### src/inc/fvs_pkg.sv
// package: constants, commands and states of the flash verify/read sequencer
package fvs_pkg;
  localparam logic [7:0] CMD_VERIFY_ALL     = 8'h01;
  localparam logic [7:0] CMD_VERIFY_BLOCK   = 8'h02;
  localparam logic [7:0] CMD_VERIFY_SECTION = 8'h03;
  localparam logic [7:0] CMD_READ_ONCE      = 8'h04;
  localparam logic [7:0] CMD_PROGRAM        = 8'h06;
  localparam logic [7:0] CMD_PROGRAM_ONCE   = 8'h07;
  localparam logic [7:0] CMD_ERASE_ALL      = 8'h08;
  localparam logic [7:0] CMD_ERASE_BLOCK    = 8'h09;
  localparam logic [7:0] CMD_ERASE_SECTOR   = 8'h0A;
  localparam logic [7:0] CMD_UNSECURE       = 8'h0B;
  localparam logic [7:0] CMD_VERIFY_KEY     = 8'h0C;
  localparam logic [7:0] CMD_USER_MARGIN    = 8'h0D;
  localparam logic [7:0] CMD_FIELD_MARGIN   = 8'h0E;
  localparam logic [7:0] CMD_DATA_SECTION   = 8'h10;
  localparam logic [7:0] CMD_DATA_PROGRAM   = 8'h11;
  localparam logic [7:0] CMD_DATA_SECTOR    = 8'h12;

  localparam logic [2:0] IDX_0 = 3'h0;
  localparam logic [2:0] IDX_1 = 3'h1;
  localparam logic [2:0] IDX_2 = 3'h2;
  localparam int         NUM_WORDS = 6;

  // global block codes in address bits [17:16]
  localparam logic [1:0] BLK_DATA      = 2'h0;
  localparam logic [1:0] BLK_PROG_LO   = 2'h2;
  localparam logic [1:0] BLK_PROG_HI   = 2'h3;
  localparam logic [2:0] PHRASE_ALIGN  = 3'h0;
  localparam logic [15:0] ONCE_MAX_IDX = 16'h0007;
  localparam int         ONCE_PHRASES  = 8;
  localparam int         ONCE_WORDS    = 32;
  // a section may not cross a 128 kbyte boundary: phrase count limit in bytes
  localparam int         BOUNDARY_KB   = 128;
  localparam logic [17:0] BOUNDARY_BYTES = 18'(BOUNDARY_KB * 1024);
  localparam logic [4:0]  PHRASE_BYTES = 5'h08;

  // cycles of verify per phrase; whole-array counts modelled as phrase counts
  localparam logic [15:0] PROG_PHRASES = 16'h4000;
  localparam logic [15:0] DATA_PHRASES = 16'h0200;
  localparam logic [15:0] ONCE_CYCLES  = 16'h0004;

  localparam logic [1:0] MARGIN_NORMAL = 2'h0;

  // concurrency classes of a data array operation
  typedef enum logic [4:0] {
    FVS_OP_IDLE   = 5'b00001,
    FVS_OP_MARGIN = 5'b00010,
    FVS_OP_PROG   = 5'b00100,
    FVS_OP_SECTOR = 5'b01000,
    FVS_OP_MASS   = 5'b10000
  } fvs_op_t;

  typedef enum logic [2:0] {
    FVS_ST_IDLE   = 3'b001,
    FVS_ST_VERIFY = 3'b010,
    FVS_ST_ONCE   = 3'b100
  } fvs_state_t;
endpackage
### src/design/fvs_launch_check.sv
// launch check: command code and parameter validation
`timescale 1ns/1ps
module fvs_launch_check
  import fvs_pkg::*;
(
  input  wire logic [7:0]  cmd,
  input  wire logic [2:0]  word_index,
  input  wire logic [15:0] word0,
  input  wire logic [15:0] word1,
  input  wire logic [15:0] word2,
  input  wire logic        clk_div_set,
  input  wire logic        special_mode,
  output logic             known_cmd,
  output logic             access_error,
  output logic             mass_class
);
  wire logic [1:0]  blk        = word0[1:0];
  wire logic        blk_ok     = (blk == BLK_DATA) || (blk == BLK_PROG_LO) || (blk == BLK_PROG_HI);
  wire logic        prog_blk   = (blk == BLK_PROG_LO) || (blk == BLK_PROG_HI);
  wire logic [17:0] sec_start  = {blk, word1};
  wire logic [17:0] sec_len    = {word2[14:0], 3'h0};
  wire logic [18:0] sec_end    = {1'b0, sec_start} + {1'b0, sec_len};
  // limit in 19 bits: the top page of block 3 ends at 2**18
  wire logic        crosses    = (sec_end > ({1'b0, sec_start & ~(BOUNDARY_BYTES - 18'h1)} + {1'b0, BOUNDARY_BYTES}))
                                 || (word2[15] == 1'b1);
  wire logic        writes_mem = (cmd == CMD_PROGRAM) || (cmd == CMD_PROGRAM_ONCE) || (cmd == CMD_ERASE_ALL)
                                 || (cmd == CMD_ERASE_BLOCK) || (cmd == CMD_ERASE_SECTOR)
                                 || (cmd == CMD_UNSECURE) || (cmd == CMD_DATA_PROGRAM)
                                 || (cmd == CMD_DATA_SECTOR);

  assign known_cmd  = writes_mem || (cmd inside {CMD_VERIFY_ALL, CMD_VERIFY_BLOCK, CMD_VERIFY_SECTION,
                                   CMD_READ_ONCE, CMD_VERIFY_KEY, CMD_USER_MARGIN, CMD_FIELD_MARGIN,
                                   CMD_DATA_SECTION});
  assign mass_class = (cmd == CMD_ERASE_ALL) || (cmd == CMD_ERASE_BLOCK);

  always_comb begin
    access_error = 1'b0;
    if (!known_cmd) begin
      access_error = 1'b1;
    end else if (writes_mem && !clk_div_set) begin
      access_error = 1'b1;
    end else begin
      unique case (cmd)
        CMD_VERIFY_ALL:     access_error = (word_index != IDX_0);
        CMD_VERIFY_BLOCK:   access_error = (word_index != IDX_0) || !blk_ok;
        CMD_VERIFY_SECTION: access_error = (word_index != IDX_2) || !prog_blk
                                           || (word1[2:0] != PHRASE_ALIGN) || crosses || !special_mode;
        CMD_READ_ONCE:      access_error = (word_index != IDX_1) || (word1 > ONCE_MAX_IDX)
                                           || !special_mode;
        CMD_FIELD_MARGIN:   access_error = !special_mode;
        default:            access_error = 1'b0;
      endcase
    end
  end
endmodule

### src/design/fvs_sequencer.sv
// flash verify/read sequencer top
//
// Function
// - program-array reads allowed while data array margin reads, programs or sector-erases.
// - only margin/margin, sector/sector, mass/mass pairs allowed concurrently; others refused.
// - after non-normal margin level selected, every array read counts as margin read.
// - erase-all and erase-block both class as mass erase.
// - program/erase before clock divider set raises access error, command dropped.
// - invalid command code raises access error, command dropped.
// - read of an array busy with an algorithm returns invalid data.
// - such invalid read sets both fault flags when neither was set.
// - code 01 with index 000 verifies both arrays erased, then completes.
// - verify-all and verify-block raise access error unless index is 000.
// - verify reads set error flag 1 on any error, flag 0 on uncorrectable.
// - code 02 verifies block from address bits 17:16; bad block is access error.
// - code 03 verifies section from block, first phrase and phrase count words.
// - section verify errors: index not 010, bad address, misaligned, crosses 128 kbyte.
// - section verify and read-once raise access error in unavailable modes.
// - code 04 fetches one-time phrase 0..7 into words 010..101, then completes.
// - read-once raises access error if index not 001 or phrase out of range.
// - during read-once, program array reads return invalid data.
`timescale 1ns/1ps
module fvs_sequencer
  import fvs_pkg::*;
(
  input  wire logic        ref_clk,
  input  wire logic        sys_rst,
  input  wire logic        param_wr,
  input  wire logic [2:0]  param_wr_index,
  input  wire logic [15:0] param_wr_data,
  input  wire logic [2:0]  parameter_word_index,
  output logic [15:0]      command_parameter_words [NUM_WORDS],
  input  wire logic        launch,
  input  wire logic        flash_clock_divider_set,
  input  wire logic        special_mode,
  input  wire logic        clear_access_error,
  input  wire logic        clear_protection_violation,
  input  wire logic        clear_fault_flags,
  input  wire logic [4:0]  data_op,
  input  wire logic        data_busy,
  input  wire logic        prog_op_req,
  input  wire logic [7:0]  prog_op_cmd,
  output logic             prog_op_grant,
  input  wire logic        prog_read,
  input  wire logic        data_read,
  output logic             prog_read_invalid,
  output logic             data_read_invalid,
  output logic             margin_read,
  input  wire logic        verify_error,
  input  wire logic        verify_uncorrectable,
  input  wire logic [15:0] once_field [ONCE_WORDS],
  output logic             command_complete_flag,
  output logic             access_error_flag,
  output logic             protection_violation_flag,
  output logic             verify_error_flag_1,
  output logic             verify_error_flag_0,
  output logic             single_fault_detect_flag,
  output logic             double_fault_detect_flag,
  output logic [2:0]       verify_target
);
  fvs_state_t  state;
  fvs_state_t  next_state;
  logic [15:0] count;
  logic [15:0] next_count;
  logic [1:0]  margin_level;
  logic        clk_div_sync1;
  logic        clk_div_sync2;
  logic        mode_sync1;
  logic        mode_sync2;

  ////////////////////////////////////////////////////////////////////////////
  // pin synchronisers
  always_ff @(posedge ref_clk) begin
    if (sys_rst) begin
      clk_div_sync1 <= 1'b0;
      clk_div_sync2 <= 1'b0;
      mode_sync1    <= 1'b0;
      mode_sync2    <= 1'b0;
    end else begin
      clk_div_sync1 <= flash_clock_divider_set;
      clk_div_sync2 <= clk_div_sync1;
      mode_sync1    <= special_mode;
      mode_sync2    <= mode_sync1;
    end
  end

  ////////////////////////////////////////////////////////////////////////////
  // launch decode
  wire logic [7:0] cmd_code = command_parameter_words[0][15:8];
  wire logic       known_cmd;
  wire logic       launch_err;
  wire logic       cmd_mass;
  wire logic       busy      = (state != FVS_ST_IDLE);
  // software leaves errors cleared before launching; a stale one blocks launch
  wire logic       err_held  = access_error_flag || protection_violation_flag;
  wire logic       take      = launch && !busy && !err_held;
  wire logic       start_ok  = take && !launch_err;

  fvs_launch_check u_check (
    .cmd          (cmd_code),
    .word_index   (parameter_word_index),
    .word0        (command_parameter_words[0]),
    .word1        (command_parameter_words[1]),
    .word2        (command_parameter_words[2]),
    .clk_div_set  (clk_div_sync2),
    .special_mode (mode_sync2),
    .known_cmd    (known_cmd),
    .access_error (launch_err),
    .mass_class   (cmd_mass)
  );

  wire logic is_verify  = cmd_code inside {CMD_VERIFY_ALL, CMD_VERIFY_BLOCK, CMD_VERIFY_SECTION};
  wire logic is_once    = (cmd_code == CMD_READ_ONCE);
  wire logic is_margin  = (cmd_code == CMD_USER_MARGIN) || (cmd_code == CMD_FIELD_MARGIN);
  wire logic [1:0] blk  = command_parameter_words[0][1:0];

  // length of the verify walk in phrases
  function automatic logic [15:0] verify_len(input logic [7:0] c, input logic [1:0] b, input logic [15:0] n);
    unique case (c)
      CMD_VERIFY_ALL:   verify_len = PROG_PHRASES + DATA_PHRASES;
      CMD_VERIFY_BLOCK: verify_len = (b == BLK_DATA) ? DATA_PHRASES : PROG_PHRASES;
      default:          verify_len = (n == 16'h0000) ? 16'h0001 : n;
    endcase
  endfunction

  ////////////////////////////////////////////////////////////////////////////
  // command state machine
  always_comb begin
    next_state = state;
    next_count = count;
    unique case (state)
      FVS_ST_IDLE: begin
        if (start_ok && is_verify) begin
          next_state = FVS_ST_VERIFY;
          next_count = verify_len(cmd_code, blk, command_parameter_words[2]);
        end else if (start_ok && is_once) begin
          next_state = FVS_ST_ONCE;
          next_count = ONCE_CYCLES;
        end
      end
      FVS_ST_VERIFY, FVS_ST_ONCE: begin
        next_count = count - 16'h0001;
        if (count == 16'h0001) begin
          next_state = FVS_ST_IDLE;
        end
      end
      default: begin
        next_state = FVS_ST_IDLE;
        next_count = 16'h0000;
      end
    endcase
  end

  always_ff @(posedge ref_clk) begin
    if (sys_rst) begin
      state <= FVS_ST_IDLE;
      count <= 16'h0000;
    end else begin
      state <= next_state;
      count <= next_count;
    end
  end

  assign command_complete_flag = !busy;
  assign verify_target         = (cmd_code == CMD_VERIFY_ALL) ? 3'b111 : {1'b0, blk};

  ////////////////////////////////////////////////////////////////////////////
  // parameter words
  wire logic [2:0] once_base = command_parameter_words[1][2:0];
  wire logic       once_load = (state == FVS_ST_ONCE) && (count == 16'h0001);

  genvar g;
  generate
    for (g = 0; g < NUM_WORDS; g++) begin : g_word
      always_ff @(posedge ref_clk) begin
        if (sys_rst) begin
          command_parameter_words[g] <= 16'h0000;
        end else if (once_load && g >= 2) begin
          command_parameter_words[g] <= once_field[{once_base, 2'(g - 2)}];
        end else if (param_wr && !busy && param_wr_index == 3'(g)) begin
          command_parameter_words[g] <= param_wr_data;
        end
      end
    end
  endgenerate

  ////////////////////////////////////////////////////////////////////////////
  // margin level and read classification
  always_ff @(posedge ref_clk) begin
    if (sys_rst) begin
      margin_level <= MARGIN_NORMAL;
    end else if (start_ok && is_margin) begin
      margin_level <= command_parameter_words[1][1:0];
    end
  end

  wire logic any_read = prog_read || data_read;
  assign margin_read  = any_read && (margin_level != MARGIN_NORMAL);

  // program-array side may run alongside the data array only in table pairs
  wire logic prog_margin = (prog_op_cmd == 8'h00) && (margin_level != MARGIN_NORMAL);
  wire logic prog_sector = (prog_op_cmd == CMD_ERASE_SECTOR);
  wire logic prog_mass   = (prog_op_cmd == CMD_ERASE_ALL) || (prog_op_cmd == CMD_ERASE_BLOCK);
  // plain program-array reads stay valid under data margin/program/sector erase
  wire logic data_allows_read = (data_op == FVS_OP_MARGIN) || (data_op == FVS_OP_PROG)
                                || (data_op == FVS_OP_SECTOR) || (data_op == FVS_OP_IDLE);
  wire logic prog_plain  = (prog_op_cmd == 8'h00) && (margin_level == MARGIN_NORMAL);
  assign prog_op_grant = prog_op_req && (!data_busy || data_op == FVS_OP_IDLE
                         || (prog_plain && data_allows_read)
                         || (prog_margin && data_op == FVS_OP_MARGIN)
                         || (prog_sector && data_op == FVS_OP_SECTOR)
                         || (prog_mass && data_op == FVS_OP_MASS));
  wire logic verify_hits_prog = (state == FVS_ST_VERIFY) && ((cmd_code != CMD_VERIFY_BLOCK) || blk != BLK_DATA);
  wire logic verify_hits_data = (state == FVS_ST_VERIFY) && ((cmd_code == CMD_VERIFY_ALL)
                                || (cmd_code == CMD_VERIFY_BLOCK && blk == BLK_DATA));
  wire logic prog_bad = prog_read && (verify_hits_prog || state == FVS_ST_ONCE
                        || (data_busy && !data_allows_read));
  wire logic data_bad = data_read && (verify_hits_data || (data_busy && data_op != FVS_OP_IDLE));
  assign prog_read_invalid = prog_bad;
  assign data_read_invalid = data_bad;

  ////////////////////////////////////////////////////////////////////////////
  // status flags: hardware set wins over software clear
  wire logic set_access = take && launch_err;
  wire logic invalid_rd = prog_bad || data_bad;
  wire logic fault_set  = invalid_rd && !single_fault_detect_flag && !double_fault_detect_flag;
  wire logic in_verify  = (state == FVS_ST_VERIFY) || (state == FVS_ST_ONCE);

  always_ff @(posedge ref_clk) begin
    if (sys_rst) begin
      access_error_flag         <= 1'b0;
      protection_violation_flag <= 1'b0;
      verify_error_flag_1       <= 1'b0;
      verify_error_flag_0       <= 1'b0;
      single_fault_detect_flag  <= 1'b0;
      double_fault_detect_flag  <= 1'b0;
    end else begin
      access_error_flag         <= set_access || (access_error_flag && !clear_access_error);
      // no command in this block raises a protection violation
      protection_violation_flag <= protection_violation_flag && !clear_protection_violation;
      if (start_ok && is_verify) begin
        verify_error_flag_1 <= 1'b0;
        verify_error_flag_0 <= 1'b0;
      end else if (in_verify) begin
        verify_error_flag_1 <= verify_error_flag_1 || verify_error;
        verify_error_flag_0 <= verify_error_flag_0 || verify_uncorrectable;
      end
      single_fault_detect_flag  <= fault_set || (single_fault_detect_flag && !clear_fault_flags);
      double_fault_detect_flag  <= fault_set || (double_fault_detect_flag && !clear_fault_flags);
    end
  end
endmodule

### config.mk
export PLATFORM = sky130hd
export DESIGN_NAME = fvs_sequencer
export DESIGN_NICKNAME = d
export VERILOG_FILES = /design/src/inc/fvs_pkg.sv /design/src/design/fvs_launch_check.sv /design/src/design/fvs_sequencer.sv
export SDC_FILE = /design/constraint.sdc
export NUM_CORES = 1
export LEC_CHECK = 0
export BUFFER_PORTS_ARGS = -buffer_cell sky130_fd_sc_hd__clkbuf_2
export CAP_MARGIN = 10
export CELL_PAD_IN_SITES_DETAIL_PLACEMENT = 0
export CELL_PAD_IN_SITES_GLOBAL_PLACEMENT = 2
export CORE_AREA = 2 2 263 265
export CTS_CLUSTER_DIAMETER = 60
export DETAILED_ROUTE_END_ITERATION = 12
export DIE_AREA = 0 0 265 267
export HOLD_SLACK_MARGIN = 0.08
export PLACE_DENSITY = 0.63
export SETUP_SLACK_MARGIN = 0.2
export SLEW_MARGIN = 40
export SYNTH_ARGS = -nofsm -noshare
export SYNTH_HDL_FRONTEND = slang
export SYNTH_SLANG_ARGS = --single-unit
### constraint.sdc
create_clock -name ref_clk -period 5.8 [get_ports ref_clk]
set_clock_uncertainty 0.2 [all_clocks]
set_input_delay 0.58 -clock ref_clk [delete_from_list [all_inputs] [get_ports ref_clk]]
set_output_delay 0.58 -clock ref_clk [all_outputs]
set_load 0.03 [all_outputs]
==> reports/metrics.cfg, run 1 <==
[worst_setup_path]
cp.required_ns=5.96
r2r-end=count[13]
critPathTopFamily=compound AO/OA/AOI/OAI gates
crit_path_max_fanout=5
cpMaxStageDelayCell=dfxtp_1
cp-startpoint=command_parameter_words[67]
critPathKind=flip-flop to flip-flop
rr_worst_depth=22
cp_cell_sequence=ha_1, inv_1, fa_1, nand2b_1, a21oi_2, a21o_1, o22a_1, a21o_1, a21oi_1, xor2_1, ha_1, nand4b_1, a2111oi_2, o2111ai_1, nor3_1, nand4_1, nor4b_2, a221oi_1, buf_2, buf_4, a211oi_1, o2bb2ai_1
worstSetupStartpointType=flip-flop
crit_path_end_kind=flip-flop
arrival_ns=5.29
r2r_slack_ns=0.67
r2r_start=command_parameter_words[67]
crit_buf_inv=3
slowest_delay_ns=0.45

[power]
ir_drop_v=0.000159
p_leak_nw=6.57
p_per_area_mw_per_mm2=174

[sta]
rsz0062_at_grt=no
tns_ns=0
final-max-slew-violation-count=0
period_needed_ns=5.13
setup-violations-final=0
post-route-period-util=0.885
timing.final.hold_violations=0
max_freq_mhz=195
worst_pin_slew_ns=0.881
maxSlewHeadroom=0.413

[min_path]
hold_start=special_mode
hold_class=input pin to flip-flop
min_to=mode_sync1
min_delay_path_depth=2

[floorplan]
die_w_um=265
top_level_ports=672
row_count=96
initial_utilization=0.157
die_h_um=267
core_area_mm2=0.0680
dieArea_mm2=0.0708

[logic_synthesis]
syn_avg_cell_area_um2=9.66
syn_nets=1686
synth-edff-count=0
seq_area_frac_synth=0.238
async_flop_share=0
synth-seq-cells=127
ys_types=70
netlist_instances=1104
netlist_area_mm2=0.0107
yosys_warnings=0
ys.flop_type=dfxtp_1

[clock_tree]
clock_sinks=127
cts_tree=built
clkLatencyLatePin_ns=0.48
root_buffer=clkbuf_16
max-clock-path-buffers=2
cts_made_buffers=17
htreeDepth=4
post-cts-setup-buffers=0
clk_pin_slew_ns=0.07

[place]
gp_congestion=0.953
port_buffers=671
dp.final_hpwl_mm=59.1

[run_status]
status=completed

[final_layout]
final_layout_size_suffix_gt1_frac=0.523
area_growth_pct=47.3
num-fill-cells=7561
final_common_cell=clkbuf_2
layout_common_cells=670 x clkbuf_2, 128 x mux4_2, 124 x dfxtp_1
nNetsFinal=2311
postLayoutCoreUtil=0.231

[drt]
drc_errors=0
drt-total-wl_mm=70.6
route.vias.total=12200
first_pass_iters=5
viasPerCell=4.63
drtIter0Drc=1020
final_antenna_net_count=0
avgRoutedWirePerCell_um=26.8

[global_route]
grt_max_degree=115
grt_pass1_vias=12500
groute.usage.overall=0.194
grt_pass1_wl_mm=95.7
antenna_found_initial=30
gr-total-overflow=0

[job]
maxCapViolations=0

## final cells by class
type	count	area [um^2]	share of cell area
multi-input cells	859	7730	0.492
clock inverters	14	180	0.0115
inverters	27	101	0.00645
well taps	882	1100	0.0702
flip-flops and latches	127	2550	0.163
diodes	11	27.5	0.00175
clock buffers	17	425	0.0271
repair buffers	697	3590	0.229
## worst max-delay path by stage
stage	cells past startpoint	end
floorplan	20	state[2]
global placement	21	count[12]
detailed placement	21	count[5]
CTS	21	count[5]
global route	22	count[13]
finish	22	count[13]
## through the flow
step	hold WS (ns)	worst slack, ns	instances	area, um^2	power [mW]
after floorplan	0.214	0.934	1104	10700	1.20
after global placement	0.233	0.603	2589	15000	1.57
after detailed placement	0.224	0.434	2590	15100	1.57
after CTS	0.0844	0.415	2623	15700	2.78
after global routing	0.113	0.328	2633	15700	2.85
final	0.127	0.669	2634	15700	2.73
## what timing repair did
| item | 4_1_cts | 5_1_grt |
|---|---|---|
| hold buffers | 2 | 0 |
| resized for setup | 0 | 3 |
| hold endpoints to repair | 2 | 0 |
| setup endpoints to repair | 0 | 16 |
## per-layer routing
metal / wire (um) / vias up / GRT usage
met1: 29700 / 5967 / 0.243
met2: 33400 / 576 / 0.317
met3: 5260 / 82 / 0.0534
li1: - / 5568 / -
met5: 27 / - / 0
met4: 2170 / 4 / 0.0765
## synthesized netlist by cell type (8+ instances only)
cell,n,area share
a211oi_1,77,0.054
a21o_1,8,0.0056
a21oi_1,99,0.046
a31oi_1,8,0.0047
buf_1,12,0.0042
buf_2,9,0.0042
clkbuf_1,69,0.024
dfxtp_1,127,0.24
ha_1,19,0.022
inv_1,27,0.0095
mux2_2,32,0.034
mux2i_1,67,0.063
mux4_2,128,0.27
nand2_1,89,0.031
nand2b_1,15,0.0088
nand3_1,14,0.0066
nor2_1,116,0.041
nor2b_1,15,0.0088
nor3_1,20,0.0094
nor4_1,14,0.0082
o21ai_0,17,0.0080
xor2_1,9,0.0074
## worst reg2reg max path: cells and delay by family (launching register included)
family | cells | cell delay [ns]
buffers and inverters | 3 | 0.41
AOI/OAI and AO/OA | 10 | 2.01
DFF | 1 | 0.45
adders and majority gates | 3 | 0.89
and+or+nand+nor | 5 | 0.90
xor gates and xnor gates | 1 | 0.15
## power breakdown
part | leakage (nW) | switching (mW) | total, mW | internal, mW
Combinational | 5.25 | 0.336 | 0.636 | 0.300
Sequential | 1.03 | 0.0215 | 0.910 | 0.889
Clock | 0.293 | 0.503 | 1.18 | 0.681
## state kept, by name, summed over array words and instances (netlist names)
| signal | count |
|---|---|
| command_parameter_words | 96 |
| count | 16 |
| state | 3 |
| margin_level | 2 |
| access_error_flag | 1 |
| clk_div_sync1 | 1 |
| clk_div_sync2 | 1 |
| double_fault_detect_flag | 1 |
| mode_sync1 | 1 |
| mode_sync2 | 1 |
| protection_violation_flag | 1 |
| single_fault_detect_flag | 1 |
| verify_error_flag_0 | 1 |
| verify_error_flag_1 | 1 |
## kinds of logic after synthesis
| family | after synthesis | synth area share |
|---|---|---|
| simple gates | 329 | 0.147 |
| compound gates | 268 | 0.168 |
| mux | 227 | 0.367 |
| flops | 127 | 0.238 |
| buf+inv | 118 | 0.0433 |
| fa+ha+maj | 20 | 0.0242 |
| xor+xnor | 15 | 0.0123 |
(Power assumes the default switching activity.)
==> run 2, diff against run 1 <==
REMOVE_ABC_BUFFERS = 1   (was default)
==> reports/metrics.cfg, run 2 (synthesis results as in run 1) <==
[power]
ir_drop_v=0.000123  ; -23%
p_per_area_mw_per_mm2=168  ; -3.4%
p_leak_nw=6.61  ; +0.59%

[final_layout]
final_area_mm2=0.0158  ; +0.31%
final_layout_size_suffix_gt1_frac=0.526  ; +0.00339
top_regs=command_parameter_words: 96 flops, count: 16 flops, state: 3 flops
largest_reg_flops=96  ; unchanged
nNetsFinal=2314  ; +0.13%
num-fill-cells=7486  ; -0.99%
area_growth_pct=47.8
final_common_cell=clkbuf_2
top_register=command_parameter_words
layout_common_cells=670 x clkbuf_2, 128 x mux4_2, 124 x dfxtp_1
stdcell_count=2635  ; +0.038%

[place]
port_buffers=671  ; unchanged
gp_congestion=0.903  ; -5.3%
dp.final_hpwl_mm=49.8  ; -16%
dpl.cell_count=2592  ; +0.077%
place_area_mm2=0.0151  ; +0.22%

[floorplan]
dieArea_mm2=0.0708  ; unchanged
core_area_mm2=0.0680  ; unchanged
row_count=96  ; unchanged
die_w_um=265  ; unchanged
initial_utilization=0.157  ; unchanged
die_h_um=267  ; unchanged
top_level_ports=672  ; unchanged

[worst_setup_path]
slowest_delay_ns=0.40  ; -0.05 ns
critPathKind=flip-flop to flip-flop
arrival_ns=5.27  ; -0.02 ns
cp.required_ns=5.95  ; about the same
worstSetupStartpointType=flip-flop
cp_cell_sequence=ha_1, inv_1, fa_1, nand2b_1, a21oi_2, a21o_1, o22a_1, a21o_1, a21oi_1, xor2_1, ha_1, nand4b_1, a2111oi_2, o2111ai_1, nor3_1, nand4_1, nor4b_2, a221oi_1, buf_4, a211oi_1, o2bb2ai_1
crit_path_end_kind=flip-flop
cpMaxStageDelayCell=dfxtp_1
crit_path_max_fanout=7  ; +2

[global_route]
grt_max_degree=115  ; unchanged
gr-total-overflow=0  ; unchanged
antenna_found_initial=11  ; -63%
groute.usage.overall=0.167  ; -0.0277
grt_pass1_vias=12400  ; -0.55%
grt_pass1_wl_mm=84.8  ; -11%

[clock_tree]
clkLatencyLatePin_ns=0.48  ; about the same
max-clock-path-buffers=2  ; unchanged
clk_pin_slew_ns=0.07  ; about the same
htreeDepth=4  ; unchanged
clock_sinks=127  ; unchanged
cts_made_buffers=17  ; unchanged
root_buffer=clkbuf_16
cts_tree=built

[drt]
avgRoutedWirePerCell_um=22.8  ; -15%
final_antenna_net_count=0  ; unchanged
first_pass_iters=5  ; unchanged
viasPerCell=4.49  ; -2.9%
drtIter0Drc=536  ; -47%
drc_errors=0  ; unchanged
drt-total-wl_mm=60.1  ; -15%
route.vias.total=11800  ; -2.9%

[job]
maxCapViolations=0  ; unchanged

[min_path]
hold_class=input pin to flip-flop

[sta]
worst_pin_slew_ns=0.821  ; -0.0599 ns
setup-violations-final=0  ; unchanged
post-route-period-util=0.884  ; -0.000999
final-max-slew-violation-count=0  ; unchanged
timing.final.hold_violations=0  ; unchanged
maxSlewHeadroom=0.448  ; +0.0349
period_needed_ns=5.12  ; -0.00579 ns
rsz0062_at_grt=no
max_freq_mhz=195  ; +0.11%

[run_status]
status=completed

## run 2: worst paths after layout
path	startpoint	end	slack (ns)	cells after the start
worst min register to register	command_parameter_words[84]	command_parameter_words[84]	0.26	2
worst min-delay path	special_mode	mode_sync1	0.13	2
worst max-delay path	command_parameter_words[67]	count[12]	0.68	21
worst max register to register	command_parameter_words[67]	count[12]	0.68	21
## run 2: metal layers
metal | share of wire | wire length (um) | global-route usage | vias up
met5 | 0 | 0 | 0 | -
met4 | 0.030 | 1810 | 0.0707 | 0
met3 | 0.046 | 2780 | 0.0344 | 58
met2 | 0.52 | 31100 | 0.294 | 403
met1 | 0.41 | 24400 | 0.195 | 5816
li1 | - | - | - | 5566
## run 2: timing repair
| item | in CTS | in global routing |
|---|---|---|
| hold buffers | 2 | 0 |
| endpoints found under the setup margin | 0 | 21 |
| hold endpoints to repair | 2 | 0 |
| buffers inserted | 0 | 0 |
| gates resized for setup | 0 | 5 |
## run 2: layout make-up
class                           instances  area [um^2]  share of cell area
Timing Repair Buffer                  700         3650               0.231
Inverter                               27          101             0.00643
Sequential cell                       127         2550               0.162
Clock buffer                           18          439              0.0279
Tap cell                              882         1100              0.0700
Clock inverter                         14          154             0.00976
Antenna cell                            8         20.0             0.00127
Multi-Input combinational cell        859         7740               0.491
## run 2: critical path, delay by kind of cell, from the launching register on
family	cells	cell delay, ns
and+or+nand+nor	5	1.00
adders and majority gates	3	0.88
xor gates and xnor gates	1	0.15
buffers and inverters	2	0.30
AOI/OAI and AO/OA	10	2.08
DFF	1	0.40
## run 2: power by group
part | total [mW] | leakage, nW | internal (mW) | switching, mW
Sequential | 0.908 | 1.03 | 0.889 | 0.0197
Clock | 1.15 | 0.297 | 0.651 | 0.494
Combinational | 0.591 | 5.28 | 0.301 | 0.289
## run 2: through the flow
step	worst slack [ns]	hold slack [ns]	TNS, ns	util	total power, mW
detailed placement	0.215	0.251	0	0.222	1.53
global placement	0.420	0.244	0	0.221	1.52
global route	0.271	0.113	0	0.232	2.78
CTS	0.211	0.0822	0	0.231	2.71
floorplan	-4.64	0.214	-244.88	-	1.20
finish	0.675	0.134	0	0.232	2.64
==> run 3, diff against run 2 <==
CTS_BUF_LIST = sky130_fd_sc_hd__clkbuf_8   (was default)
==> reports/metrics.cfg, run 3 (synthesis results as in run 1) <==
[worst_setup_path]
critPathTopFamily=compound AO/OA/AOI/OAI gates
slowest_delay_ns=0.41  ; about the same
cp.required_ns=6.08  ; +0.13 ns
crit_path_end_kind=flip-flop
critPathKind=flip-flop to flip-flop
crit_path_max_fanout=11  ; +4
worstSetupStartpointType=flip-flop
arrival_ns=5.42  ; +0.15 ns
crit_buf_inv=3  ; +1
cp_cell_sequence=ha_1, inv_1, fa_1, nand2b_1, a21oi_2, a21o_1, o22a_1, a21o_1, a21oi_1, xor2_1, ha_1, nand4b_1, a2111oi_2, o2111ai_1, nor3_1, nand4_1, nor4b_2, buf_4, a21boi_4, nor4_2, buf_4, a221o_1
cpMaxStageDelayCell=dfxtp_1

[final_layout]
final_common_cell=clkbuf_2
top_register=command_parameter_words
largest_reg_flops=96  ; unchanged
layout_common_cells=670 x clkbuf_2, 128 x mux4_2, 124 x dfxtp_1
num-fill-cells=7494  ; +0.11%
register_area_mm2=0.00255  ; unchanged
nNetsFinal=2319  ; +0.22%
top_regs=command_parameter_words: 96 flops, count: 16 flops, state: 3 flops
multi_input_area_mm2=0.00774  ; unchanged
area_growth_pct=46.5
final_layout_size_suffix_gt1_frac=0.525  ; -0.00150

[power]
ir_drop_v=0.0000869  ; -29%
swShare=0.327  ; +0.0232
p_per_area_mw_per_mm2=151  ; -9.8%
p_switching_mw=0.773  ; -3.7%
p_int_mw=1.59  ; -14%
clkPwrFrac=0.365  ; -0.068
seq_power_share=0.384  ; +0.040
combPwrFrac=0.251  ; +0.028
p_leak_nw=6.54  ; -1.0%

[clock_tree]
post-cts-setup-buffers=0  ; unchanged
max-clock-path-buffers=2  ; unchanged
htreeDepth=4  ; unchanged
cts_made_buffers=17  ; unchanged
clkLatencyLatePin_ns=0.55  ; +0.07 ns
cts_tree=built
clock_sinks=127  ; unchanged
clk_pin_slew_ns=0.08  ; about the same
root_buffer=clkbuf_8

[place]
port_buffers=671  ; unchanged
dp.final_hpwl_mm=49.8  ; unchanged
gp_congestion=0.903  ; unchanged

[drt]
avgRoutedWirePerCell_um=22.8  ; about the same
viasPerCell=4.48  ; -0.29%
drtIter0Drc=564  ; +5.2%
route.vias.total=11800  ; -0.025%
first_pass_iters=5  ; unchanged
drc_errors=0  ; unchanged
drt-total-wl_mm=60.2  ; +0.23%
final_antenna_net_count=0  ; unchanged

[floorplan]
die_w_um=265  ; unchanged
die_h_um=267  ; unchanged
initial_utilization=0.157  ; unchanged
core_area_mm2=0.0680  ; unchanged
top_level_ports=672  ; unchanged
row_count=96  ; unchanged
dieArea_mm2=0.0708  ; unchanged

[global_route]
antenna_found_initial=12  ; +1
grt_pass1_vias=12400  ; +0.31%
grt_max_degree=115  ; unchanged
groute.usage.overall=0.167  ; +0.000218
gr-total-overflow=0  ; unchanged
grt_pass1_wl_mm=84.9  ; +0.11%

[sta]
final-max-slew-violation-count=0  ; unchanged
post-route-period-util=0.886  ; +0.00264
worst_pin_slew_ns=0.821  ; -0.000333 ns
period_needed_ns=5.14  ; +0.0153 ns
timing.final.hold_violations=0  ; unchanged
rsz0062_at_grt=no
max_freq_mhz=195  ; -0.30%
holdWs_ns=0.172  ; +0.0372 ns
setup-violations-final=0  ; unchanged
maxSlewHeadroom=0.448  ; about the same
tns_ns=0  ; unchanged

[min_path]
hold_class=input pin to flip-flop

[run_status]
status=completed

[job]
maxCapViolations=0  ; unchanged

[run 3: area by class of cell]
cell class | instances | area share
flip-flops and latches | 127 | 0.163
well taps | 882 | 0.0706
inverters | 27 | 0.00649
clock inverters | 14 | 0.00985
diodes | 10 | 0.00160
clock buffers | 18 | 0.0159
repair buffers | 705 | 0.237
multi-input cells | 859 | 0.495
[run 3: layer usage]
metal | up-vias | GRT usage | wire [um]
li1 | 5574 | - | -
met1 | 5813 | 0.195 | 24500
met2 | 389 | 0.294 | 31100
met3 | 64 | 0.0347 | 2770
met4 | 0 | 0.0710 | 1890
met5 | - | 0 | 0
[run 3: timing repair]
action                                  in CTS  in global routing
resized for setup                            0                  5
hold endpoints to repair                     8                  0
endpoints found under the setup margin       0                 21
hold buffers                                 7                  0
[run 3: tightest hold or removal path, cell delays in order]
cell,delay (ns)
clkbuf_2,0.15
nand2_1,0.08
a21oi_1,0.05
[run 3: power by group through the flow]
stage	Sequential (mW)	Clock, mW	Combinational, mW
4_1_cts	0.910	0.920	0.603
3_3_place_gp	0.931	0	0.589
3_5_place_dp	0.930	0	0.598
2_1_floorplan	0.969	0	0.230
5_1_grt	0.911	0.938	0.646
6_report	0.908	0.864	0.593
[run 3: path summary, 6_finish.rpt]
kind                               startpoint                     endpoint  slack, ns  cells after the start
setup / recovery  command_parameter_words[67]                     count[8]       0.66                     22
hold / removal               param_wr_data[3]  command_parameter_words[83]       0.17                      3
setup reg to reg  command_parameter_words[67]                     count[8]       0.66                     22
hold reg to reg   command_parameter_words[84]  command_parameter_words[84]       0.26                      2
[run 3: metrics by stage]
stage	total power [mW]	setup WS, ns	util	cells	instance area [um^2]
floorplan	1.20	-4.64	-	1013	10300
global placement	1.52	0.420	0.221	2590	15000
detailed placement	1.53	0.215	0.222	2592	15100
CTS	2.43	0.210	0.229	2631	15600
global route	2.49	0.265	0.230	2640	15600
finish	2.37	0.660	0.230	2642	15600
